--- src/shared/pboc_cfg.svh ---
`ifndef PBOC_CFG_SVH
`define PBOC_CFG_SVH
// What this block does
// Speaker gain field picks 0/2/4/6 dB.
// Software sets speaker gain once at init.
// Speaker enable edges start power-up/down sequences.
// Timeout forces pending beep gains onto all outputs.
// Timeout field selects 20/10/5/2.5 ms, resets 11.
// One bit enables zero-crossing detector, resets on.
// Speaker amp bias: normal, saving, enhanced, reserved.
// DAC bias field has four bias modes.
// Back-end bias uses the DAC bias codes.
// Separate left/right back-end power enables.
// DAC routing: stereo, left, right, or mix.
// Polarity bit negates the DAC output.
// De-emphasis bit applies filter in DAC path.
// Two DAC enable bits switch channels individually.
// Eight-bit attenuator codes, 0.375 dB per step.
// Attenuation slews one step per audio frame.
// Beep gain applies at crossing or timeout.
// Sign change is crossing; detector off applies at once.
// Slew stops at target; new write redirects it.

// ----------------------------------------
// Register indexes; byte address is four times the index.
// ----------------------------------------
`define PBOC_IDX_SPK 16'h4027
`define PBOC_IDX_ZCD 16'h4028
`define PBOC_IDX_PWR 16'h4029
`define PBOC_IDX_DAC 16'h402A
`define PBOC_IDX_ATL 16'h402B
`define PBOC_IDX_ATR 16'h402C
`define PBOC_IDX_STA 16'h40F0
`define PBOC_ADDR_W 18

// ----------------------------------------
// Field positions and reset values.
// ----------------------------------------
`define PBOC_F_HI2 7:6
`define PBOC_F_MID2 5:4
`define PBOC_F_LO2 3:2
`define PBOC_F_TMO 4:3
`define PBOC_F_INV 5
`define PBOC_F_DEEMPH 2
`define PBOC_F_EN2 1:0
`define PBOC_F_B1 1
`define PBOC_F_B0 0
`define PBOC_RST_TMO 2'h3
`define PBOC_RST_ZC_EN 1'h1
`define PBOC_RESP_OK 2'h0
`define PBOC_RESP_ERR 2'h2

// ----------------------------------------
// Zero-crossing timeouts.
// ----------------------------------------
`define PBOC_CLK_MHZ 100
`define PBOC_TZC0_US 20000
`define PBOC_TZC1_US 10000
`define PBOC_TZC2_US 5000
`define PBOC_TZC3_US 2500
`define PBOC_TZC0_CYC (`PBOC_TZC0_US * `PBOC_CLK_MHZ)
`define PBOC_TZC1_CYC (`PBOC_TZC1_US * `PBOC_CLK_MHZ)
`define PBOC_TZC2_CYC (`PBOC_TZC2_US * `PBOC_CLK_MHZ)
`define PBOC_TZC3_CYC (`PBOC_TZC3_US * `PBOC_CLK_MHZ)
`endif

--- src/shared/pboc_pkg.sv ---
package pboc_pkg;
  // Register selected by a bus address.
  typedef enum logic [2:0] {
    SEL_SPK, SEL_ZCD, SEL_PWR, SEL_DAC, SEL_ATL, SEL_ATR, SEL_STA, SEL_NONE
  } pboc_sel_e;

  // Beep gain codes for the three playback beep paths.
  typedef struct packed {
    logic [3:0] mono;
    logic [3:0] right;
    logic [3:0] left;
  } pboc_beep_s;

  // Static controls handed to the analog playback blocks.
  typedef struct packed {
    logic [1:0] spk_gain;
    logic spk_en;
    logic [1:0] spk_bias;
    logic [1:0] dac_bias;
    logic [1:0] be_bias;
    logic be_en_r;
    logic be_en_l;
    logic [1:0] route;
    logic invert;
    logic deemph;
    logic [1:0] dac_en;
  } pboc_ctrl_s;
endpackage : pboc_pkg

--- src/design/pboc_top.sv ---
`timescale 1ns/1ns
`include "pboc_cfg.svh"

module pboc_top import pboc_pkg::*; #(
  parameter int DW = 24,
  parameter int TZC0 = `PBOC_TZC0_CYC,
  parameter int TZC1 = `PBOC_TZC1_CYC,
  parameter int TZC2 = `PBOC_TZC2_CYC,
  parameter int TZC3 = `PBOC_TZC3_CYC
) (
  input wire logic sys_clk, // Core audio clock.
  input wire logic rst_b, // Asynchronous reset, active low.
  input wire logic [`PBOC_ADDR_W-1:0] s_axi_awaddr, // Write address.
  input wire logic s_axi_awvalid, // Write address valid.
  output logic s_axi_awready, // Write address ready.
  input wire logic [31:0] s_axi_wdata, // Write data.
  input wire logic [3:0] s_axi_wstrb, // Write byte lanes.
  input wire logic s_axi_wvalid, // Write data valid.
  output logic s_axi_wready, // Write data ready.
  output logic [1:0] s_axi_bresp, // Write response.
  output logic s_axi_bvalid, // Write response valid.
  input wire logic s_axi_bready, // Write response ready.
  input wire logic [`PBOC_ADDR_W-1:0] s_axi_araddr, // Read address.
  input wire logic s_axi_arvalid, // Read address valid.
  output logic s_axi_arready, // Read address ready.
  output logic [31:0] s_axi_rdata, // Read data.
  output logic [1:0] s_axi_rresp, // Read response.
  output logic s_axi_rvalid, // Read data valid.
  input wire logic s_axi_rready, // Read data ready.
  input wire logic frame_i, // One-cycle audio frame strobe.
  input wire logic signed [DW-1:0] beep_smp_i, // Beep path sample.
  input wire pboc_beep_s beep_req_i, // Requested beep gains.
  input wire logic signed [DW-1:0] dac_l_i, // Left DAC input sample.
  input wire logic signed [DW-1:0] dac_r_i, // Right DAC input sample.
  output pboc_beep_s beep_app_o, // Applied beep gains.
  output pboc_ctrl_s ctrl_o, // Static playback controls.
  output logic spk_up_o, // Pulse: start speaker power-up.
  output logic spk_dn_o, // Pulse: start speaker power-down.
  output logic [7:0] atten_l_o, // Applied left attenuator code.
  output logic [7:0] atten_r_o, // Applied right attenuator code.
  output logic signed [DW-1:0] dac_l_o, // Left DAC output sample.
  output logic signed [DW-1:0] dac_r_o // Right DAC output sample.
);
  localparam int CW = 22;

  // ----------------------------------------
  // Address decode.
  // ----------------------------------------
  // Misaligned addresses fall outside the map and get an error.
  function automatic pboc_sel_e pboc_sel(input logic [`PBOC_ADDR_W-1:0] a);
    pboc_sel_e s;
    s = SEL_NONE;
    if (a[1:0] == 2'h0) begin
      case (a[`PBOC_ADDR_W-1:2])
        `PBOC_IDX_SPK: s = SEL_SPK;
        `PBOC_IDX_ZCD: s = SEL_ZCD;
        `PBOC_IDX_PWR: s = SEL_PWR;
        `PBOC_IDX_DAC: s = SEL_DAC;
        `PBOC_IDX_ATL: s = SEL_ATL;
        `PBOC_IDX_ATR: s = SEL_ATR;
        `PBOC_IDX_STA: s = SEL_STA;
        default: s = SEL_NONE;
      endcase
    end
    return s;
  endfunction : pboc_sel

  logic awready_ff, wready_ff, bvalid_ff, arready_ff, rvalid_ff;
  logic aw_hold_ff, w_hold_ff, w_strb_ff;
  logic [`PBOC_ADDR_W-1:0] aw_addr_ff;
  logic [7:0] w_data_ff;
  logic [1:0] bresp_ff, rresp_ff;
  logic [31:0] rdata_ff, rd_w;
  logic wr_fire, wr_en;
  pboc_sel_e wsel, rsel;
  pboc_ctrl_s ctrl_ff;
  pboc_beep_s beep_app_ff;
  logic zc_en_ff;
  logic [1:0] zc_tmo_ff;
  logic [7:0] tgt_ff [2];
  logic [7:0] cur_ff [2];
  logic signed [DW-1:0] out_ff [2];
  logic spk_up_ff, spk_dn_ff;
  logic pend_w;

  // ----------------------------------------
  // Write channels.
  // ----------------------------------------
  // Address and data are caught independently; the write happens once both are held.
  assign wr_fire = aw_hold_ff && w_hold_ff && !bvalid_ff;
  assign wsel = pboc_sel(aw_addr_ff);
  assign wr_en = wr_fire && w_strb_ff;

  always_ff @(posedge sys_clk or negedge rst_b) begin
    if (!rst_b) begin
      aw_hold_ff <= 1'b0;
      aw_addr_ff <= '0;
      awready_ff <= 1'b0;
    end else if (awready_ff && s_axi_awvalid) begin
      aw_hold_ff <= 1'b1;
      aw_addr_ff <= s_axi_awaddr;
      awready_ff <= 1'b0;
    end else begin
      if (wr_fire) begin
        aw_hold_ff <= 1'b0;
      end
      if (!aw_hold_ff && !bvalid_ff) begin
        awready_ff <= 1'b1;
      end
    end
  end

  // Only byte lane 0 carries register bits; the other lanes are ignored.
  always_ff @(posedge sys_clk or negedge rst_b) begin
    if (!rst_b) begin
      w_hold_ff <= 1'b0;
      w_data_ff <= 8'h00;
      w_strb_ff <= 1'b0;
      wready_ff <= 1'b0;
    end else if (wready_ff && s_axi_wvalid) begin
      w_hold_ff <= 1'b1;
      w_data_ff <= s_axi_wdata[7:0];
      w_strb_ff <= s_axi_wstrb[0];
      wready_ff <= 1'b0;
    end else begin
      if (wr_fire) begin
        w_hold_ff <= 1'b0;
      end
      if (!w_hold_ff && !bvalid_ff) begin
        wready_ff <= 1'b1;
      end
    end
  end

  // Response follows both halves; the status register is read-only.
  always_ff @(posedge sys_clk or negedge rst_b) begin
    if (!rst_b) begin
      bvalid_ff <= 1'b0;
      bresp_ff <= `PBOC_RESP_OK;
    end else if (wr_fire) begin
      bvalid_ff <= 1'b1;
      bresp_ff <= (wsel == SEL_NONE || wsel == SEL_STA) ? `PBOC_RESP_ERR : `PBOC_RESP_OK;
    end else if (s_axi_bready) begin
      bvalid_ff <= 1'b0;
    end
  end

  // ----------------------------------------
  // Register file.
  // ----------------------------------------
  // Reserved bits are never stored, so they read back as zero.
  always_ff @(posedge sys_clk or negedge rst_b) begin
    if (!rst_b) begin
      ctrl_ff <= '0;
      zc_en_ff <= `PBOC_RST_ZC_EN;
      zc_tmo_ff <= `PBOC_RST_TMO;
      tgt_ff[0] <= 8'h00;
      tgt_ff[1] <= 8'h00;
    end else if (wr_en) begin
      case (wsel)
        SEL_SPK: begin
          ctrl_ff.spk_gain <= w_data_ff[`PBOC_F_HI2];
          ctrl_ff.spk_en <= w_data_ff[`PBOC_F_B0];
        end
        SEL_ZCD: begin
          zc_tmo_ff <= w_data_ff[`PBOC_F_TMO];
          zc_en_ff <= w_data_ff[`PBOC_F_B0];
        end
        SEL_PWR: begin
          // The reserved speaker bias code is stored and passed on as written.
          ctrl_ff.spk_bias <= w_data_ff[`PBOC_F_HI2];
          ctrl_ff.dac_bias <= w_data_ff[`PBOC_F_MID2];
          ctrl_ff.be_bias <= w_data_ff[`PBOC_F_LO2];
          ctrl_ff.be_en_r <= w_data_ff[`PBOC_F_B1];
          ctrl_ff.be_en_l <= w_data_ff[`PBOC_F_B0];
        end
        SEL_DAC: begin
          ctrl_ff.route <= w_data_ff[`PBOC_F_HI2];
          ctrl_ff.invert <= w_data_ff[`PBOC_F_INV];
          ctrl_ff.deemph <= w_data_ff[`PBOC_F_DEEMPH];
          ctrl_ff.dac_en <= w_data_ff[`PBOC_F_EN2];
        end
        SEL_ATL: tgt_ff[0] <= w_data_ff;
        SEL_ATR: tgt_ff[1] <= w_data_ff;
        default: ;
      endcase
    end
  end

  // Power sequences start only on a real change of the enable bit.
  always_ff @(posedge sys_clk or negedge rst_b) begin
    if (!rst_b) begin
      spk_up_ff <= 1'b0;
      spk_dn_ff <= 1'b0;
    end else begin
      spk_up_ff <= wr_en && wsel == SEL_SPK && w_data_ff[`PBOC_F_B0] && !ctrl_ff.spk_en;
      spk_dn_ff <= wr_en && wsel == SEL_SPK && !w_data_ff[`PBOC_F_B0] && ctrl_ff.spk_en;
    end
  end

  // ----------------------------------------
  // Read channel.
  // ----------------------------------------
  assign rsel = pboc_sel(s_axi_araddr);

  always_comb begin
    rd_w = 32'h0000_0000;
    case (rsel)
      SEL_SPK: rd_w[7:0] = {ctrl_ff.spk_gain, 5'h00, ctrl_ff.spk_en};
      SEL_ZCD: rd_w[7:0] = {3'h0, zc_tmo_ff, 2'h0, zc_en_ff};
      SEL_PWR: rd_w[7:0] = {ctrl_ff.spk_bias, ctrl_ff.dac_bias, ctrl_ff.be_bias, ctrl_ff.be_en_r, ctrl_ff.be_en_l};
      SEL_DAC: rd_w[7:0] = {ctrl_ff.route, ctrl_ff.invert, 2'h0, ctrl_ff.deemph, ctrl_ff.dac_en};
      SEL_ATL: rd_w[7:0] = tgt_ff[0];
      SEL_ATR: rd_w[7:0] = tgt_ff[1];
      SEL_STA: rd_w = {8'h00, cur_ff[1], cur_ff[0], 5'h00, cur_ff[1] != tgt_ff[1], cur_ff[0] != tgt_ff[0], pend_w};
      default: rd_w = 32'h0000_0000;
    endcase
  end

  // Data is captured at the address handshake and offered on the next cycle.
  always_ff @(posedge sys_clk or negedge rst_b) begin
    if (!rst_b) begin
      arready_ff <= 1'b0;
      rvalid_ff <= 1'b0;
      rdata_ff <= 32'h0000_0000;
      rresp_ff <= `PBOC_RESP_OK;
    end else if (arready_ff && s_axi_arvalid) begin
      arready_ff <= 1'b0;
      rvalid_ff <= 1'b1;
      rdata_ff <= rd_w;
      rresp_ff <= (rsel == SEL_NONE) ? `PBOC_RESP_ERR : `PBOC_RESP_OK;
    end else if (rvalid_ff && s_axi_rready) begin
      rvalid_ff <= 1'b0;
    end else if (!rvalid_ff) begin
      arready_ff <= 1'b1;
    end
  end

  // ----------------------------------------
  // Beep zero-crossing detector.
  // ----------------------------------------
  logic sgn_ff, zc_hit_w, tmo_w, apply_w;
  logic [CW-1:0] cnt_ff, lim_w;

  // A change is pending while the requested gains differ from the applied ones.
  assign pend_w = (beep_req_i != beep_app_ff);
  assign zc_hit_w = frame_i && (beep_smp_i[DW-1] != sgn_ff);
  assign tmo_w = pend_w && (cnt_ff >= lim_w - CW'(1));
  assign apply_w = pend_w && (!zc_en_ff || zc_hit_w || tmo_w);

  always_comb begin
    case (zc_tmo_ff)
      2'h0: lim_w = CW'(TZC0);
      2'h1: lim_w = CW'(TZC1);
      2'h2: lim_w = CW'(TZC2);
      default: lim_w = CW'(TZC3);
    endcase
  end

  // The wait restarts whenever nothing is pending or a change was just applied.
  always_ff @(posedge sys_clk or negedge rst_b) begin
    if (!rst_b) begin
      cnt_ff <= '0;
    end else if (!pend_w || !zc_en_ff || apply_w) begin
      cnt_ff <= '0;
    end else begin
      cnt_ff <= cnt_ff + CW'(1);
    end
  end

  always_ff @(posedge sys_clk or negedge rst_b) begin
    if (!rst_b) begin
      sgn_ff <= 1'b0;
    end else if (frame_i) begin
      sgn_ff <= beep_smp_i[DW-1];
    end
  end

  // All three beep gains move together, on a crossing, a timeout or at once.
  always_ff @(posedge sys_clk or negedge rst_b) begin
    if (!rst_b) begin
      beep_app_ff <= '0;
    end else if (apply_w) begin
      beep_app_ff <= beep_req_i;
    end
  end

  // ----------------------------------------
  // Attenuator slew and DAC datapath.
  // ----------------------------------------
  logic signed [DW:0] mix_w;
  assign mix_w = ((DW+1)'(dac_l_i) + (DW+1)'(dac_r_i)) >>> 1;

  for (genvar ch = 0; ch < 2; ch++) begin : g_ch
    logic signed [DW-1:0] src, inv, nxt_y;
    logic signed [DW-1:0] y_ff;
    logic signed [DW:0] d;

    // Each frame moves the applied code one 0.375 dB step toward the target.
    always_ff @(posedge sys_clk or negedge rst_b) begin
      if (!rst_b) begin
        cur_ff[ch] <= 8'h00;
      end else if (frame_i && cur_ff[ch] < tgt_ff[ch]) begin
        cur_ff[ch] <= cur_ff[ch] + 8'h01;
      end else if (frame_i && cur_ff[ch] > tgt_ff[ch]) begin
        cur_ff[ch] <= cur_ff[ch] - 8'h01;
      end
    end

    always_comb begin
      case (ctrl_ff.route)
        2'h0: src = (ch == 0) ? dac_l_i : dac_r_i;
        2'h1: src = dac_l_i;
        2'h2: src = dac_r_i;
        default: src = mix_w[DW-1:0];
      endcase
      // Negating the most negative value would wrap, so it clips instead.
      if (!ctrl_ff.invert) begin
        inv = src;
      end else if (src == {1'b1, {(DW-1){1'b0}}}) begin
        inv = {1'b0, {(DW-1){1'b1}}};
      end else begin
        inv = -src;
      end
      // One-pole shelf; cheap, and the step never overshoots the input.
      d = (DW+1)'(inv) - (DW+1)'(y_ff);
      nxt_y = ctrl_ff.deemph ? y_ff + DW'(d >>> 2) : inv;
    end

    always_ff @(posedge sys_clk or negedge rst_b) begin
      if (!rst_b) begin
        y_ff <= '0;
        out_ff[ch] <= '0;
      end else if (frame_i) begin
        y_ff <= nxt_y;
        out_ff[ch] <= ctrl_ff.dac_en[ch] ? nxt_y : '0;
      end
    end

  end

  // ----------------------------------------
  // Outputs.
  // ----------------------------------------
  assign s_axi_awready = awready_ff;
  assign s_axi_wready = wready_ff;
  assign s_axi_bvalid = bvalid_ff;
  assign s_axi_bresp = bresp_ff;
  assign s_axi_arready = arready_ff;
  assign s_axi_rvalid = rvalid_ff;
  assign s_axi_rdata = rdata_ff;
  assign s_axi_rresp = rresp_ff;
  assign beep_app_o = beep_app_ff;
  assign ctrl_o = ctrl_ff;
  assign spk_up_o = spk_up_ff;
  assign spk_dn_o = spk_dn_ff;
  assign atten_l_o = cur_ff[0];
  assign atten_r_o = cur_ff[1];
  assign dac_l_o = out_ff[0];
  assign dac_r_o = out_ff[1];
endmodule : pboc_top

--- config.mk ---
export PLATFORM = sky130hd
export DESIGN_NAME = pboc_top
export DESIGN_NICKNAME = d
export VERILOG_FILES = /design/src/shared/pboc_pkg.sv /design/src/design/pboc_top.sv
export VERILOG_INCLUDE_DIRS = /design/src /design/src/shared
export SDC_FILE = /design/constraint.sdc
export NUM_CORES = 1
export LEC_CHECK = 0
export ABC_AREA = 1
export BUFFER_PORTS_ARGS = -buffer_cell sky130_fd_sc_hd__buf_2
export CORE_MARGIN = 4
export CORE_UTILIZATION = 25
export CTS_CLUSTER_DIAMETER = 80
export DETAILED_ROUTE_END_ITERATION = 8
export GPL_ROUTABILITY_DRIVEN = 0
export HOLD_SLACK_MARGIN = 0.08
export PLACE_DENSITY = 0.5
export SLEW_MARGIN = 40
export SYNTH_ARGS = -nofsm -noshare
export SYNTH_HDL_FRONTEND = slang
export SYNTH_SLANG_ARGS = --single-unit
--- constraint.sdc ---
create_clock -name sys_clk -period 5.5 [get_ports sys_clk]
set_input_delay 0.55 -clock sys_clk [delete_from_list [all_inputs] [get_ports sys_clk]]
set_output_delay 0.55 -clock sys_clk [all_outputs]
set_load 0.02 [all_outputs]
# Word level (Yosys, flattened, before mapping)
# Index checks and enable logic that the tools add are counted.
# classes
addsub	13
mul	0
n_div	0
order_cmp	5
n_eq_ne	40
shifts	0
n_mux	38
n_bitwise	0
reduce_logical	56
# op_table
operator	count
16-bit by 15-bit equality test with 1-bit output, second input constant	14
24-bit two-way mux	8
24-bit one-hot mux with 2 select lines	2
21-bit one-hot mux with 3 select lines	1
8-bit one-hot mux with 7 select lines	1
24-bit by 24-bit subtractor with 25-bit output	2
24-bit by 23-bit adder with 24-bit output	2
24-bit equality test, second input constant	2
24-bit negation	2
3-bit one-hot mux with 7 select lines	2
8-bit two-way mux	4
24-bit by 24-bit adder with 25-bit output	1
3-bit equality test, second input constant	8
22-bit by 1-bit adder with 22-bit output, second input constant	1
22-bit >= comparator	1
22-bit two-way mux	1
22-bit by 1-bit subtractor with 22-bit output, second input constant	1
1-bit logical AND	21
8-bit by 1-bit adder with 8-bit output, second input constant	2
8-bit > comparator	2
8-bit less-than comparator	2
16-bit two-way mux	1
8-bit inequality test	2
2-bit nonzero test	8
other kinds (18)	61
# totals
ff_bits	255
latchBits	0
ram_bits	0
rom_bits	0
inputBits	164
wordCells	193
mem_count	0

# Logic depth before layout (Yosys ltp)
# logic_depth
word_depth	10
mapped_depth	49

# Worst setup path before layout
# OpenSTA, ideal clock, no wires.
# synth_timing
path_type	in2reg
from	input dac_l_i[1]
to	register g_ch[1].y_ff[21]
arrival_time_ps	6047
slack_ps	-677
stages	44
path_buffers	1
cell_sequence	inv_1 > fa_1 > inv_1 > nand2_1 > nand2_1 > nand2_1 > or2_2 > nand3_1 > nand2_1 > nand2_1 > nor2_2 > nand3_2 > nor2_4 > nand2_4 > nor2_8 > nand3_4 > clkbuf_1 > nand3_1 > [... 8 more ...] > o21ai_0 > nor2_1 > nor2_1 > nor2_1 > nor2_1 > nor2_1 > o21ai_0 > inv_1 > o21ai_0 > nand2_1 > nand2_1 > a21oi_1 > o21a_1 > o21ai_0 > xnor2_1 > nand2_1 > o211ai_1 > o21ai_1
# synth_between
elab_chain_len	8
elab_cells_between_ends	9
classes_between	add/sub (4); eq/ne (1); mux (4)
# synth_rtl
item	line_no	source
start, declared	pboc_top.sv:33	input wire logic signed [DW-1:0] dac_l_i,
24-bit by 24-bit adder with 25-bit output	pboc_top.sv:292	assign mix_w = ((DW+1)'(dac_l_i) + (DW+1)'(dac_r_i)) >>> 1;
24-bit one-hot mux with 2 select lines (*)	pboc_top.sv:311	case (ctrl_ff.route)
24-bit negation / 24-bit equality test (equally long branches)	pboc_top.sv:323, pboc_top.sv:320	
24-bit two-way mux	pboc_top.sv:320	end else if (src == {1'b1, {(DW-1){1'b0}}}) begin
24-bit two-way mux (*)	pboc_top.sv:318	if (!ctrl_ff.invert) begin
24-bit by 24-bit subtractor with 25-bit output	pboc_top.sv:326	d = (DW+1)'(inv) - (DW+1)'(y_ff);
24-bit by 23-bit adder with 24-bit output	pboc_top.sv:327	nxt_y = ctrl_ff.deemph ? y_ff + DW'(d >>> 2) : inv;
24-bit two-way mux (*)	pboc_top.sv:327	
end signal, assigned	pboc_top.sv:335	y_ff <= nxt_y;
end, declared	pboc_top.sv:296	logic signed [DW-1:0] y_ff;
# Mark *: on every way between the ends. The rest lies on a longest branch, timed or not.
# A chain may end at the register's enable or synchronous reset.

# Worst setup path after layout
# layout_timing
from	input dac_r_i[11]
to	register g_ch[1].y_ff[21]
# layout_between
elab_chain_len	8
elab_cells_between_ends	9
classes_between	add/sub (4); eq/ne (1); mux (4)
# layout_rtl
item	line_no	source
start, declared	pboc_top.sv:34	input wire logic signed [DW-1:0] dac_r_i,
24-bit by 24-bit adder with 25-bit output	pboc_top.sv:292	
24-bit one-hot mux with 2 select lines (*)	pboc_top.sv:311	
24-bit negation / 24-bit equality test (equally long branches)	pboc_top.sv:323, pboc_top.sv:320	
24-bit two-way mux	pboc_top.sv:320	
24-bit two-way mux (*)	pboc_top.sv:318	
24-bit by 24-bit subtractor with 25-bit output	pboc_top.sv:326	
24-bit by 23-bit adder with 24-bit output	pboc_top.sv:327	
24-bit two-way mux (*)	pboc_top.sv:327	
# Marked as above.

==> results.json <==
{
  "wl_per_cell_microns": 16.7,
  "port_buffers": 239,
  "status": "complete, but fails checks",
  "required_ns": 5.92,
  "ys_warn_count": 0,
  "die_w_microns": 297,
  "area_growth_pct": 51.7,
  "drive_gt1_frac": 0.385,
  "dieArea_sq_um": 88000,
  "ant_nets": 0,
  "grt_max_degree": 121,
  "violations": "setup timing",
  "fp-row-count": 105,
  "wl_mm": 80.7,
  "yosys.area.top_type": "dfrtp_1",
  "fp.coreArea_sq_um": 82400,
  "most-common-layout-cells": "nand2_1 (597), buf_4 (567), inv_1 (354)",
  "syn_area_per_cell_sq_um": 7.08,
  "synthDistinctLibCells": 69,
  "synth-seq-cells": 245,
  "final_common_cell": "nand2_1",
  "dp_hpwl_mm": 62.7,
  "synth_top_flop_cell": "dfrtp_1",
  "final_cell_count_no_fill": 4843,
  "drt_pass1_iterations": 6,
  "final.setup.tns_ns": -0.940,
  "nets": 4090,
  "numCtsBuffers": 37,
  "skew_ns": 0.0263,
  "io_pins": 300,
  "initial_core_util": 0.253,
  "max-vdd-ir-drop_v": 0.000261,
  "hold_path.class": "input pin to register",
  "clk_latency_ns": 0.58,
  "path_max_fanout": 6,
  "synthCells": 2944,
  "ys_top_cells_by_area": "dfrtp_1 (29%), nand2_1 (13%), ha_1 (11%), inv_1 (6.8%), o21ai_0 (5.9%)",
  "start_kind": "input pin",
  "critPathMostFrequentCell": "nand2_2",
  "fill_cells": 8527,
  "cp-end-kind": "register",
  "cts_htree_levels": 2,
  "finalHoldViolCount": 0,
  "fin_crit_ns": 5.70,
  "cts.path.max_buffers": 3,
  "grt_pass1_wl_mm": 123,
  "p_leak_uw": 0.0155,
  "finalPower_uw": 9190,
  "synthArstFlopShare": 1.00,
  "grt_pass1_vias": 22114,
  "rsz0062_at_grt": "yes",
  "synth_seq_area_share": 0.294,
  "slew_violations": 0,
  "cts_root_buf": "clkbuf_16",
  "grt_overflow": 0,
  "slew_headroom": 0.487,
  "dr_total_vias": 22561,
  "synth_top_area_share": 0.291,
  "clk_pin_slew_ns": 0.06,
  "drc": 0,
  "die_y_microns": 297,
  "setup_violations": 11,
  "tightest_slew_ns": 0.765,
  "crit_path_max_incr_delay_ns": 0.33,
  "dp.cells": 4676,
  "post-route-period-util": 1.04,
  "cts_sinks": 245,
  "crit_type": "input pin to register",
  "fmax_mhz": 176,
  "antenna_found_initial": 3,
  "drt_iter0_drc": 1229,
  "cp.arrival_ns": 6.12,
  "cp_slowest_cell": "ha_4",
  "grtUsageTotal": 0.175,
  "synth_edf_count": 0,
  "maxCapViolCount": 0,
  "power.density_nw_per_um2": 291,
  "fin_ws_ns": -0.196,
  "final_util": 0.384,
  "syn-cell-area_sq_um": 20800,
  "cts_tree": "done",
  "vias_per_cell": 4.66
}
## power breakdown
group	internal [uW]	switching, uW
combinational	2000	2410
clock	1540	993
sequential	2030	212
total	5570	3620
## registers in the layout (all words and copies together) (netlist names), 2 cells and up
| register | cells |
|---|---|
| g_ch.y_ff | 48 |
| dac_l_o | 24 |
| dac_r_o | 24 |
| s_axi_rdata | 24 |
| cnt_ff | 22 |
| aw_addr_ff | 18 |
| ctrl_o | 17 |
| tgt_ff | 16 |
| beep_app_o | 12 |
| atten_l_o | 8 |
| atten_r_o | 8 |
| w_data_ff | 8 |
| zc_tmo_ff | 2 |
## cell type report
type	instances	area, sq um	area share
antenna	1	2.50	0.0000792
multi-input combinational	2217	15300	0.485
clock buffer	45	986	0.0312
clock inverter	20	302	0.00954
inverter	408	1560	0.0493
timing repair buffer	837	5960	0.189
tap	1070	1340	0.0424
sequential	245	6140	0.194
## logic make-up after synthesis
kind of cell / Yosys count / share of synthesized area
buf+inv: 491 / 0.0936
simple gates: 1290 / 0.277
xor+xnor: 111 / 0.0467
other cells: 2 / 0.000360
fa+ha+maj: 180 / 0.110
compound gates: 614 / 0.173
mux: 11 / 0.00594
flops: 245 / 0.294
## cells in the mapped netlist (7+ instances only)
| cell | count |
|---|---|
| a211oi_1 | 7 |
| a21oi_1 | 172 |
| a221oi_1 | 7 |
| a22o_1 | 16 |
| a22oi_1 | 19 |
| a31oi_1 | 13 |
| buf_2 | 10 |
| buf_4 | 12 |
| clkbuf_1 | 49 |
| clkinv_1 | 8 |
| dfrtp_1 | 242 |
| ha_1 | 175 |
| inv_1 | 378 |
| inv_2 | 20 |
| mux2_2 | 11 |
| nand2_1 | 707 |
| nand2_2 | 18 |
| nand2_4 | 8 |
| nand3_1 | 138 |
| nand3_2 | 14 |
| nand3b_1 | 13 |
| nand4_1 | 46 |
| nor2_1 | 219 |
| nor2_2 | 17 |
| nor3_1 | 48 |
| nor4_1 | 16 |
| o211ai_1 | 29 |
| o21a_1 | 11 |
| o21ai_0 | 245 |
| o21ai_1 | 13 |
| o21bai_1 | 8 |
| o221ai_1 | 12 |
| o22ai_1 | 9 |
| o31ai_1 | 20 |
| or2_2 | 15 |
| xnor2_1 | 35 |
| xor2_1 | 76 |
## through the flow
stage	setup WS, ns	area (sq um)	hold slack (ns)
finish	-0.196	31600	0.142
global route	-0.533	31600	0.128
CTS	-0.120	29600	0.101
detailed placement	-1.12	27100	0.453
global placement	-1.12	27100	0.453
floorplan	-0.153	21200	0.254
## critical path: cells and delay by family
family                     cells  cell delay, ns
AOI/OAI and AO/OA              9            1.32
adders and majority gates      3            0.90
and+or+nand+nor               24            2.60
xor gates and xnor gates       2            0.29
buffers and inverters          4            0.42
## per-layer routing
metal | global-route usage | share of wire | up-vias | routed length [microns]
met1 | 0.227 | 0.44 | 10577 | 35900
met3 | 0.0313 | 0.056 | 95 | 4530
met4 | 0.0353 | 0.021 | 4 | 1670
met2 | 0.305 | 0.48 | 491 | 38600
li1 | - | - | 11394 | -
met5 | 0 | 0.00026 | - | 21
## worst paths after layout
| path | cells after the start | end | slack [ns] | startpoint |
|---|---|---|---|---|
| min in group asynchronous | 2 | dac_l_o[5] | 0.55 | rst_b |
| worst max register to register | 39 | g_ch[1].y_ff[21] | -0.18 | ctrl_o[4] |
| worst max-delay path | 42 | g_ch[1].y_ff[21] | -0.20 | dac_r_i[11] |
| max in group asynchronous | 3 | ctrl_o[2] | 3.75 | rst_b |
| worst min register to register | 1 | cnt_ff[0] | 0.46 | cnt_ff[0] |
| worst min-delay path | 2 | s_axi_bvalid | 0.14 | s_axi_bready |
## timing repair
action,4_1_cts,5_1_grt
cloned,0,2
hold buffers,1,0
pin swaps,63,138
endpoints found under the setup margin,39,54
hold endpoints to repair,63,0
buffers inserted,40,62
gates resized for setup,179,369
No activity file was read; power rests on OpenSTA's default activity.
